$ cat config.mk
export PLATFORM = sky130hd
export DESIGN_NAME = data_fault_status_capture
export DESIGN_NICKNAME = d
export VERILOG_FILES = /design/src/logic/fault_status_pkg.sv /design/src/logic/data_fault_status_capture.sv
export VERILOG_INCLUDE_DIRS = /design/src /design/src/logic
export SDC_FILE = /design/constraint.sdc
export NUM_CORES = 1
export LEC_CHECK = 0
export BUFFER_PORTS_ARGS = -buffer_cell sky130_fd_sc_hd__buf_2
export CAP_MARGIN = 20
export CELL_PAD_IN_SITES_DETAIL_PLACEMENT = 2
export CELL_PAD_IN_SITES_GLOBAL_PLACEMENT = 2
export CORE_ASPECT_RATIO = 0.6
export CORE_MARGIN = 2
export CORE_UTILIZATION = 28
export CTS_BUF_LIST = sky130_fd_sc_hd__clkbuf_16
export DETAILED_ROUTE_END_ITERATION = 7
export PLACE_DENSITY_LB_ADDON = 0.1
export SETUP_SLACK_MARGIN = 0.02
export SKIP_LAST_GASP = 1
export SYNTH_ARGS = -nofsm -noshare
export SYNTH_HDL_FRONTEND = slang
export SYNTH_SLANG_ARGS = --single-unit
$ cat constraint.sdc
create_clock -name clk -period 1.8 [get_ports clk]
set_clock_uncertainty 0.2 [all_clocks]
set_input_delay 0.36 -clock clk [delete_from_list [all_inputs] [get_ports clk]]
set_output_delay 0.36 -clock clk [all_outputs]
set_load 0.005 [all_outputs]
$ cat src/logic/fault_status_params.svh
// constants for the data fault syndrome capture block
`ifndef FAULT_STATUS_PARAMS_SVH
`define FAULT_STATUS_PARAMS_SVH

// coprocessor access encoding
`define COPROC_NUM          4'hF
`define SYN_OPC1            3'h0
`define SYN_CRN             4'h5
`define SYN_CRM             4'h0
`define SYN_OPC2            3'h0
`define HYP_AUX_CONFIGURATION_OPC1           3'h4
`define HYP_AUX_CONFIGURATION_CRN            4'h1
`define HYP_AUX_CONFIGURATION_CRM            4'h1
`define HYP_AUX_CONFIGURATION_OPC2           3'h7

// field positions
`define BIT_CACHE_MAINT     13
`define BIT_EXT_KIND        12
`define BIT_WRITE           11
`define BIT_SHORT_FS4       10
`define BIT_LONG_FMT        9
`define DOMAIN_LSB          4
`define SYN_RESET           32'h0000_0000

// writable bit masks per layout
`define SHORT_WMASK         32'h0000_3EFF
`define LONG_WMASK          32'h0000_3A3F

// short layout codes
`define FS_ALIGN            5'h01
`define FS_DEBUG            5'h02
`define FS_AF_SECT          5'h03
`define FS_ICACHE_MAINT     5'h04
`define FS_TRANS_SECT       5'h05
`define FS_AF_PAGE          5'h06
`define FS_TRANS_PAGE       5'h07
`define FS_SYNC_EXT         5'h08
`define FS_DOM_SECT         5'h09
`define FS_DOM_PAGE         5'h0B
`define FS_EXT_WALK1        5'h0C
`define FS_PERM_SECT        5'h0D
`define FS_EXT_WALK2        5'h0E
`define FS_PERM_PAGE        5'h0F
`define FS_TLB_CONFLICT     5'h10
`define FS_EXCL_ABORT       5'h15
`define FS_ASYNC_EXT        5'h16
`define FS_ASYNC_PARITY     5'h18
`define FS_SYNC_PARITY      5'h19
`define FS_PAR_WALK1        5'h1C
`define FS_PAR_WALK2        5'h1E

// long layout codes
`define LS_ADDR_SIZE        6'h00
`define LS_TRANS            6'h04
`define LS_ACCESS_FLAG      6'h08
`define LS_PERM             6'h0C
`define LS_SYNC_EXT         6'h10
`define LS_ASYNC_EXT        6'h11
`define LS_EXT_WALK         6'h14
`define LS_SYNC_PARITY      6'h18
`define LS_ASYNC_PARITY     6'h19
`define LS_PAR_WALK         6'h1C
`define LS_ALIGN            6'h21
`define LS_DEBUG            6'h22
`define LS_TLB_CONFLICT     6'h30
`define LS_EXCL_ABORT       6'h35
`define LEVEL_RESERVED      2'h0

`endif

$ cat src/logic/fault_status_pkg.sv
// types for the data fault syndrome capture block
package fault_status_pkg;

    // one coprocessor register transfer
    typedef struct packed {
        logic        valid;
        logic        write;
        logic [3:0]  coproc;
        logic [2:0]  opc1;
        logic [3:0]  crn;
        logic [3:0]  crm;
        logic [2:0]  opc2;
        logic [31:0] wdata;
        logic [1:0]  el;
        logic        secure;
    } coproc_req_type;

    // one data fault report from the memory system
    typedef struct packed {
        logic       valid;
        logic       secure;
        logic       long_format;
        logic       is_external;
        logic       slave_error;
        logic       cache_maint;
        logic       is_write;
        logic       synchronous;
        logic [3:0] domain;
        logic [5:0] code;
    } fault_report_type;

    // answer to a transfer
    typedef struct packed {
        logic        valid;
        logic        refused;
        logic [31:0] rdata;
    } coproc_resp_type;

endpackage : fault_status_pkg

$ cat src/logic/data_fault_status_capture.sv
// data fault syndrome register with secure and non-secure copies
`timescale 1ns/10ps
`default_nettype none
`include "fault_status_params.svh"

module data_fault_status_capture (
    input  wire logic                              clk,
    input  wire logic                              reset,
    input  wire logic                              long_format_flag,
    input  wire fault_status_pkg::coproc_req_type  coproc_req,
    input  wire fault_status_pkg::fault_report_type fault_report,
    output var  fault_status_pkg::coproc_resp_type coproc_resp,
    output var  logic                              fault_dropped
);

    // short code legality check; anything not listed is reserved and never stored
    function automatic logic short_code_ok(input logic [4:0] fs);
        unique case (fs)
            // alignment, debug, access flag, cache maintenance, translation
            `FS_ALIGN,
            `FS_DEBUG,
            `FS_AF_SECT,
            `FS_ICACHE_MAINT,
            `FS_TRANS_SECT,
            `FS_AF_PAGE,
            `FS_TRANS_PAGE : short_code_ok = 1'b1;
            // external aborts, domain and permission faults
            `FS_SYNC_EXT,
            `FS_DOM_SECT,
            `FS_DOM_PAGE,
            `FS_EXT_WALK1,
            `FS_PERM_SECT,
            `FS_EXT_WALK2,
            `FS_PERM_PAGE : short_code_ok = 1'b1;
            // conflict, exclusive access, asynchronous external abort and parity reports
            `FS_TLB_CONFLICT,
            `FS_EXCL_ABORT,
            `FS_ASYNC_EXT,
            `FS_ASYNC_PARITY,
            `FS_SYNC_PARITY,
            `FS_PAR_WALK1,
            `FS_PAR_WALK2 : short_code_ok = 1'b1;
            default : short_code_ok = 1'b0;
        endcase
    endfunction : short_code_ok

    // lookup level check shared by every level-carrying long code
    function automatic logic level_ok(input logic [1:0] lvl);
        level_ok = (lvl != `LEVEL_RESERVED);
    endfunction : level_ok

    // long code legality check, level groups matched with the low bits cleared
    function automatic logic long_code_ok(input logic [5:0] st);
        unique case ({st[5:2], 2'h0})
            // translation, access flag and permission faults carry a level
            `LS_TRANS,
            `LS_ACCESS_FLAG,
            `LS_PERM : long_code_ok = level_ok(st[1:0]);
            // table walk external abort carries a level
            `LS_EXT_WALK : long_code_ok = level_ok(st[1:0]);
            // table walk parity error carries a level
            `LS_PAR_WALK : long_code_ok = level_ok(st[1:0]);
            default : begin
                // the remaining codes are single encodings
                unique case (st)
                    `LS_ADDR_SIZE : long_code_ok = 1'b1;
                    `LS_SYNC_EXT,
                    `LS_ASYNC_EXT : long_code_ok = 1'b1;
                    `LS_SYNC_PARITY,
                    `LS_ASYNC_PARITY : long_code_ok = 1'b1;
                    `LS_ALIGN,
                    `LS_DEBUG,
                    `LS_TLB_CONFLICT,
                    `LS_EXCL_ABORT : long_code_ok = 1'b1;
                    default : long_code_ok = 1'b0;
                endcase
            end
        endcase
    endfunction : long_code_ok

    // fields shared by both layouts
    function automatic logic [31:0] common_fields(input fault_status_pkg::fault_report_type f);
        logic [31:0] w;
        w = 32'h0000_0000;
        w[`BIT_CACHE_MAINT] = f.synchronous & f.cache_maint;
        w[`BIT_EXT_KIND]    = f.is_external & f.slave_error;
        w[`BIT_WRITE]       = f.is_write | f.cache_maint;
        w[`BIT_LONG_FMT]    = f.long_format;
        common_fields = w;
    endfunction : common_fields

    // short layout: split fault code and domain
    function automatic logic [31:0] short_fields(input fault_status_pkg::fault_report_type f);
        logic [31:0] w;
        w = 32'h0000_0000;
        w[`BIT_SHORT_FS4]   = f.code[4];
        w[`DOMAIN_LSB +: 4] = f.domain;
        w[3:0]              = f.code[3:0];
        short_fields = w;
    endfunction : short_fields

    // long layout: six-bit status code, level in its low bits
    function automatic logic [31:0] long_fields(input fault_status_pkg::fault_report_type f);
        logic [31:0] w;
        w = 32'h0000_0000;
        w[5:0] = f.code;
        long_fields = w;
    endfunction : long_fields

    // whole syndrome word for a legal fault in its own layout
    function automatic logic [31:0] build_syndrome(input fault_status_pkg::fault_report_type f);
        if (f.long_format) begin
            build_syndrome = common_fields(f) | long_fields(f);
        end else begin
            build_syndrome = common_fields(f) | short_fields(f);
        end
    endfunction : build_syndrome

    // one decode for both implemented encodings, so the two cannot drift apart
    function automatic logic hits_encoding(
        input fault_status_pkg::coproc_req_type r,
        input logic [2:0]                       opc1,
        input logic [3:0]                       crn,
        input logic [3:0]                       crm,
        input logic [2:0]                       opc2
    );
        hits_encoding = r.valid
                     && (r.coproc == `COPROC_NUM)
                     && (r.opc1 == opc1)
                     && (r.crn == crn)
                     && (r.crm == crm)
                     && (r.opc2 == opc2);
    endfunction : hits_encoding

    // bits that software may change in the layout now selected
    function automatic logic [31:0] layout_mask(input logic long_fmt);
        layout_mask = long_fmt ? `LONG_WMASK : `SHORT_WMASK;
    endfunction : layout_mask

    // next value of one copy: a fault beats a software write in the same cycle
    function automatic logic [31:0] copy_next(
        input logic [31:0]                        cur,
        input logic                               wr_hit,
        input logic [31:0]                        wr_value,
        input logic                               fault_hit,
        input fault_status_pkg::fault_report_type f
    );
        logic [31:0] v;
        v = cur;
        if (wr_hit) begin
            v = wr_value;
        end
        if (fault_hit) begin
            v = build_syndrome(f);
        end
        copy_next = v;
    endfunction : copy_next

    logic [31:0]                         secure_syn_reg;
    logic [31:0]                         secure_syn_next;
    logic [31:0]                         nonsecure_syn_reg;
    logic [31:0]                         nonsecure_syn_next;
    fault_status_pkg::coproc_resp_type   resp_next;
    logic                                dropped_next;
    logic                                fault_ok;
    logic                                fault_take;
    logic                                hit_syn;
    logic                                hit_hyp_aux_configuration;
    logic                                privileged;
    logic                                accepted;
    logic                                write_syn;
    logic                                wr_secure;
    logic                                wr_nonsecure;
    logic                                flt_secure;
    logic                                flt_nonsecure;
    logic [31:0]                         wmask;
    logic [31:0]                         wvalue;
    logic [31:0]                         read_copy;

    // transfer decode; only the two implemented encodings are accepted, and only when el is not 0
    always_comb begin
        hit_syn = hits_encoding(coproc_req, `SYN_OPC1, `SYN_CRN,
                                `SYN_CRM, `SYN_OPC2);
        hit_hyp_aux_configuration = hits_encoding(coproc_req, `HYP_AUX_CONFIGURATION_OPC1, `HYP_AUX_CONFIGURATION_CRN,
                                 `HYP_AUX_CONFIGURATION_CRM, `HYP_AUX_CONFIGURATION_OPC2);
        privileged = (coproc_req.el != 2'h0);
        accepted = privileged && (hit_syn || hit_hyp_aux_configuration);
        write_syn = accepted && hit_syn && coproc_req.write;
        // software write mask follows the current layout; reserved bits stay zero
        wmask = layout_mask(long_format_flag);
        wvalue = coproc_req.wdata & wmask;
        // the answer shows the copy as it stood before this cycle's write
        read_copy = coproc_req.secure ? secure_syn_reg : nonsecure_syn_reg;
    end

    // fault legality; a reserved code is reported as dropped and never stored
    always_comb begin
        fault_ok = fault_report.long_format ? long_code_ok(fault_report.code)
                                            : short_code_ok(fault_report.code[4:0]);
        fault_take = fault_report.valid && fault_ok;
    end

    // steer software writes and fault captures to their own copy
    always_comb begin
        wr_secure = write_syn && coproc_req.secure;
        wr_nonsecure = write_syn && !coproc_req.secure;
        flt_secure = fault_take && fault_report.secure;
        flt_nonsecure = fault_take && !fault_report.secure;
    end

    // secure copy next value
    always_comb begin
        secure_syn_next = copy_next(secure_syn_reg,
                                    wr_secure,
                                    wvalue,
                                    flt_secure,
                                    fault_report);
    end

    // secure copy register
    always_ff @(posedge clk or posedge reset) begin
        if (reset) begin
            secure_syn_reg <= `SYN_RESET;
        end else begin
            secure_syn_reg <= secure_syn_next;
        end
    end

    // non-secure copy next value
    always_comb begin
        nonsecure_syn_next = copy_next(nonsecure_syn_reg,
                                       wr_nonsecure,
                                       wvalue,
                                       flt_nonsecure,
                                       fault_report);
    end

    // non-secure copy register
    always_ff @(posedge clk or posedge reset) begin
        if (reset) begin
            nonsecure_syn_reg <= `SYN_RESET;
        end else begin
            nonsecure_syn_reg <= nonsecure_syn_next;
        end
    end

    // answer to a transfer, one cycle after it was taken
    always_comb begin
        resp_next = '0;
        if (coproc_req.valid) begin
            resp_next.valid = 1'b1;
            if (!accepted) begin
                resp_next.refused = 1'b1;
            end else if (hit_hyp_aux_configuration) begin
                resp_next.rdata = 32'h0000_0000;
            end else begin
                // format bit is returned as stored; nothing else reads it
                resp_next.rdata = read_copy;
            end
        end
    end

    // answer register
    always_ff @(posedge clk or posedge reset) begin
        if (reset) begin
            coproc_resp <= '0;
        end else begin
            coproc_resp <= resp_next;
        end
    end

    // dropped report flag; one pulse for every reserved code seen
    always_comb begin
        dropped_next = fault_report.valid && !fault_ok;
    end

    // dropped flag register
    always_ff @(posedge clk or posedge reset) begin
        if (reset) begin
            fault_dropped <= 1'b0;
        end else begin
            fault_dropped <= dropped_next;
        end
    end

endmodule : data_fault_status_capture
`default_nettype wire

==> After elaboration in Yosys (flattened, before gate mapping) <==
Memories as Yosys holds them, arrays and structs flattened.
Index checks and enable logic that the tools add are counted.
{ "word_totals": {"reg_bits": 99, "n_memories": 1, "elab_cells": 78, "out_inout_bits": 35, "rom_bits": 32, "input_bits": 76} }
{ "memory_table": {"columns": ["name", "depth", "width", "rd", "rd_clocked_by_memory_dff", "write_ports", "line_no", "source"], "rows": [
  ["(no name shown)", 32, 1, 1, 0, 0, "data_fault_status_capture.sv:18", "unique case (fs)"]
]} }
{ "classes": {"reduce_logical": 32, "eq_ne": 19, "bitwise": 6, "n_mux": 14} }
{ "ops": {"columns": ["operator", "n"], "rows": [
  ["$mux 32", 7],
  ["$mux 34", 1],
  ["$and 32x14->32", 1],
  ["$eq 6x5->1 const B", 4],
  ["$eq 6x6->1 const B", 4],
  ["$logic_and 1x1->1", 18],
  ["$mux 14", 1],
  ["$or 14x11->14", 1],
  ["$or 14x6->14", 1],
  ["$eq 4x1->1 const B", 3],
  ["$eq 4x3->1 const B", 3],
  ["$mux 11", 1],
  ["$reduce_or 9->1", 1],
  ["$eq 4x2->1 const B", 2],
  ["$reduce_bool 2->1", 4],
  ["$eq 3x3->1 const B", 2],
  ["$logic_not 3->1", 2],
  ["$logic_not 6->1", 1],
  ["$reduce_or 5->1", 1],
  ["$eq 4x4->1 const B", 1],
  ["$logic_not 4->1", 1],
  ["$mux 1", 4],
  ["$logic_not 1->1", 3],
  ["$and 1x1->1", 2],
  ["2 further kinds", 2]
]} }

==> Logic depth before layout (Yosys ltp) <==
{ "logic_depth": {"depth_word": 13, "mapped_depth": 8, "mapped_depth_nobuf": 7} }

==> Least setup slack after synthesis <==
Ideal clock, no wire load.
{ "synth_timing": {"kind": "input port to flip-flop", "startpoint": "input coproc_req[47] (netlist name)", "endpoint": "register nonsecure_syn_reg[3]", "stages": 5, "path_buffers": 0, "arrival_ps": 2050, "setup_ps": 128, "setup_slack_ps": -578, "path_cell_list": "nand4b_1 -> or4b_4 -> nor4_4 -> mux2_2 -> mux2_1"} }
{ "synth_between": {"elab_chain_cells": 11} }
{ "synth_lines": {"columns": ["item", "line_no", "source"], "rows": [
  ["start, declared", "data_fault_status_capture.sv:10", "input wire fault_status_pkg::coproc_req_type coproc_req,"],
  ["$eq 3x3->1 / $logic_not 3->1 (equally long branches)", "data_fault_status_capture.sv:129", "&& (r.opc1 == opc1)"],
  ["$logic_and 1x1->1 (4 in a row)", "data_fault_status_capture.sv:127", "hits_encoding = r.valid"],
  ["$logic_or 1x1->1", "data_fault_status_capture.sv:187", "accepted = privileged && (hit_syn || hit_hyp_aux_configuration);"],
  ["$logic_and 1x1->1", "data_fault_status_capture.sv:187", null],
  ["$logic_and 1x1->1 (*) (2 in a row)", "data_fault_status_capture.sv:188", "write_syn = accepted && hit_syn && coproc_req.write;"],
  ["$logic_and 1x1->1 (*)", "data_fault_status_capture.sv:206", "wr_nonsecure = write_syn && !coproc_req.secure;"],
  ["$reduce_bool 2->1 (no source line) (*)", null, null],
  ["end signal, assigned", "data_fault_status_capture.sv:241", "nonsecure_syn_reg <= `SYN_RESET;"],
  ["end signal, assigned", "data_fault_status_capture.sv:243", "nonsecure_syn_reg <= nonsecure_syn_next;"],
  ["end, declared", "data_fault_status_capture.sv:161", "logic [31:0] nonsecure_syn_reg;"]
]} }
Mark *: on every way between the ends. The rest lies on a longest branch, timed or not.
A chain may end at the register's enable or synchronous reset.

==> Worst setup path after layout <==
{ "layout_timing": {"startpoint": "input coproc_req[47] (netlist name)", "endpoint": "register secure_syn_reg[9]"} }
{ "layout_between": {"elab_chain_cells": 11} }
{ "layout_lines": {"columns": ["item", "line_no", "source"], "rows": [
  ["$eq 3x3->1 / $logic_not 3->1 (equally long branches)", "data_fault_status_capture.sv:129", null],
  ["$logic_and 1x1->1 (4 in a row)", "data_fault_status_capture.sv:127", null],
  ["$logic_or 1x1->1", "data_fault_status_capture.sv:187", null],
  ["$logic_and 1x1->1", "data_fault_status_capture.sv:187", null],
  ["$logic_and 1x1->1 (*) (2 in a row)", "data_fault_status_capture.sv:188", null],
  ["$logic_and 1x1->1 (*)", "data_fault_status_capture.sv:205", "wr_secure = write_syn && coproc_req.secure;"],
  ["$reduce_bool 2->1 (no source line) (*)", null, null],
  ["end signal, assigned", "data_fault_status_capture.sv:223", "secure_syn_reg <= `SYN_RESET;"],
  ["end signal, assigned", "data_fault_status_capture.sv:225", "secure_syn_reg <= secure_syn_next;"],
  ["end, declared", "data_fault_status_capture.sv:159", "logic [31:0] secure_syn_reg;"]
]} }
Marked as above.

==> flow_metrics.env <==
export IMPL_status="complete, but fails checks"
export IMPL_violations="negative setup slack"
export IMPL_regToRegStartpoint="secure_syn_reg[3]$_DFFE_PP0P_"
export IMPL_layout_commonest_cell="buf_2"
export IMPL_critical_path_class="input pin to flip-flop"
export IMPL_htree_levels=2
export IMPL_yosys_register_bits=42
export IMPL_final_hold_viol_count=0
export IMPL_gr_total_overflow=0
export IMPL_drc=0
export IMPL_cts_sinks=42
export IMPL_dpl_cell_area_mm2=0.00308
export IMPL_worstPathRequired_ns=1.76
export IMPL_seq_area_frac_synth_pct=42.8
export IMPL_wl_per_cell_um=17.3
export IMPL_netSwitchingPower_mw=0.742
export IMPL_power_leakage_nw=1.67
export IMPL_crit_path_max_fanout=4
export IMPL_min_path_type="input pin to flip-flop"
export IMPL_largest_reg_flops=15
export IMPL_p_comb_share_pct=24.4
export IMPL_synth_warnings=0
export IMPL_syn2layout_area_growth_pct=43.5
export IMPL_initialDrtViolationCount=40
export IMPL_coreArea_mm2=0.00852
export IMPL_grt_pass1_vias=2257
export IMPL_post_dp_hpwl_um=5550
export IMPL_insertion_delay_ns=0.28
export IMPL_timing_hold_ws_ns=0.0993
export IMPL_fin_area_mm2=0.00352
export IMPL_arrival_ns=2.13
export IMPL_drtAntennaViolNets=0
export IMPL_drv_cap=0
export IMPL_reg2reg_slack_ns=0.55
export IMPL_drive_above_1_share_pct=50.5
export IMPL_ioPinCount=111
export IMPL_numPortBuffers=72
export IMPL_die_x_um=125
export IMPL_final_cell_mix="69 x buf_2, 50 x mux2i_1, 42 x dfrtp_1"
export IMPL_r2r_end="secure_syn_reg[3]$_DFFE_PP0P_"
export IMPL_clk_path_buf_depth=2
export IMPL_p_int_mw=1.95
export IMPL_avgSynthCellArea_um2=11.6
export IMPL_seqPwrFrac_pct=43.9
export IMPL_rr_worst_depth=2
export IMPL_min_from="coproc_req[54]"
export IMPL_first_pass_iters=4
export IMPL_start_util_pct=28.8
export IMPL_nNetsFinal=399
export IMPL_grt_max_degree=43
export IMPL_ir_drop_mv=0.420
export IMPL_cts_tree="yes"
export IMPL_finalWirelength_um=7480
export IMPL_rsz0062_at_grt="yes"
export IMPL_row_count=26
export IMPL_setup_viol_count_final=39
export IMPL_via_count=1948
export IMPL_switching_share_pct=27.5
export IMPL_clkTransAtPathRegs_ns=0.06
export IMPL_die_area_mm2=0.00956
export IMPL_synth_cell_types=37
export IMPL_vias_per_cell=4.50
export IMPL_fin_ws_ns=-0.362
export IMPL_die_y_um=76.5
export IMPL_grt_first_pass_wirelength_um=12200
export IMPL_cp_start_kind="input pin"
export IMPL_antenna_found_initial=0
export IMPL_whs_path_depth=2
export IMPL_power_share_clock_pct=31.7
export IMPL_antennaDiodeCount=0
export IMPL_syn_instance_count=212
export IMPL_power_density_mw_per_mm2=765
export IMPL_setup_worst_path_start="coproc_req[47]"
export IMPL_layout_min_cycle_time_ns=2.16
export IMPL_drv_slew=0
export IMPL_place_congestion=0.798
export IMPL_cts_buffers=5
export IMPL_hold_path_end="coproc_resp[33]$_DFF_PP0_"
export IMPL_syn_area_mm2=0.00245
export IMPL_root_buffer="clkbuf_16"
export IMPL_grt_total_usage_pct=16.3
export IMPL_power_mw=2.70
export IMPL_fmax_mhz=463
export IMPL_cp_end_kind="flip-flop"
export IMPL_post_route_period_util_pct=120
## worst max-delay path by stage
stage	to	depth (start not counted)	slack, ns
finish	secure_syn_reg[9]$_DFFE_PP0P_	7	-0.36
global route	nonsecure_syn_reg[3]$_DFFE_PP0P_	7	-0.42
CTS	secure_syn_reg[9]$_DFFE_PP0P_	7	-0.37
detailed placement	secure_syn_reg[3]$_DFFE_PP0P_	6	-0.68
global placement	secure_syn_reg[9]$_DFFE_PP0P_	6	-0.63
floorplan	nonsecure_syn_reg[3]$_DFFE_PP0P_	5	-0.44
## critical path: stages
cell      delay, ns
buf_6          0.09
nand4b_1       0.16
or4b_4         0.55
nor4_4         0.19
buf_4          0.20
mux2_4         0.31
mux2_4         0.27
## per-stage QoR
stage	util, %	setup TNS [ns]	cells	setup slack, ns
after floorplan	-	-11.18	230	-0.438
after global placement	36.1	-22.20	420	-0.627
after detailed placement	36.1	-22.79	420	-0.678
after CTS	40.8	-7.57	435	-0.367
after global routing	41.3	-10.20	433	-0.424
final	41.3	-7.16	433	-0.362
## cell type report
class / count / area, um2
Clock inverter: 3 / 12.5
Fill cell: 906 / 5000
Tap cell: 112 / 140
Multi-Input combinational cell: 153 / 1400
Sequential cell: 42 / 1050
Timing Repair Buffer: 113 / 767
Clock buffer: 5 / 125
Inverter: 5 / 31.3
## cells by family (layout without fill, tap and decap cells)
logic type / Yosys count / after routing / share of synthesized area, %
flip-flops: 42 / 42 / 42.8
AND/OR/NAND/NOR: 51 / 51 / 12.8
AO/OA/AOI/OAI: 11 / 11 / 3.72
adder cells (fa/ha/maj): 3 / 3 / 1.53
other: 1 / 19 / 0.153
multiplexers: 69 / 69 / 28.7
buffers and inverters: 35 / 126 / 10.2
## synthesized netlist by cell type, drive strengths merged
cell	n	share of area (%)
nand2b	8	2.0
and3	1	0.26
dfrtp	42	43
conb	1	0.15
nor3	1	0.20
o211ai	2	0.61
mux2i	57	23
nand2	8	1.2
inv	5	0.76
nand4	1	0.26
nand3	1	0.20
nor2	16	2.4
nand4b	2	0.71
o31a	3	1.1
o32ai	1	0.36
clkdlybuf4s25	1	0.41
nor2b	1	0.26
or2b	1	0.36
buf	27	8.7
and4b	1	0.41
clkbuf	2	0.31
ha	3	1.5
and2b	3	0.92
nor4	3	2.0
mux2	12	5.5
or4b	1	0.56
nor3b	1	0.31
a21oi	3	0.92
o311ai	2	0.71
or3	1	0.31
nor4bb	1	0.41
## power groups by stage
stage               registers (mW)  logic (mW)  clock network (mW)
finish                        1.18       0.657               0.856
global route                  1.20       0.722               0.929
CTS                           1.17       0.615               0.885
detailed placement            1.18       0.532                   0
global placement              1.18       0.514                   0
floorplan                     1.16       0.369                   0
## what timing repair did
action	4_1_cts	5_1_grt
gates resized for setup	56	18
cloned	0	0
pin swaps	10	1
hold buffers	1	0
setup buffers	9	2
endpoints found under the setup margin	39	39
endpoints found under the hold margin	42	0
## metal layers
metal,vias up,share of wire (%),GRT usage (%)
met5,-,0,0
met4,0,0.75,3.67
met3,4,3.5,2.88
met2,44,48,28.0
met1,975,48,21.4
li1,925,-,-
(Power assumes the default switching activity.)
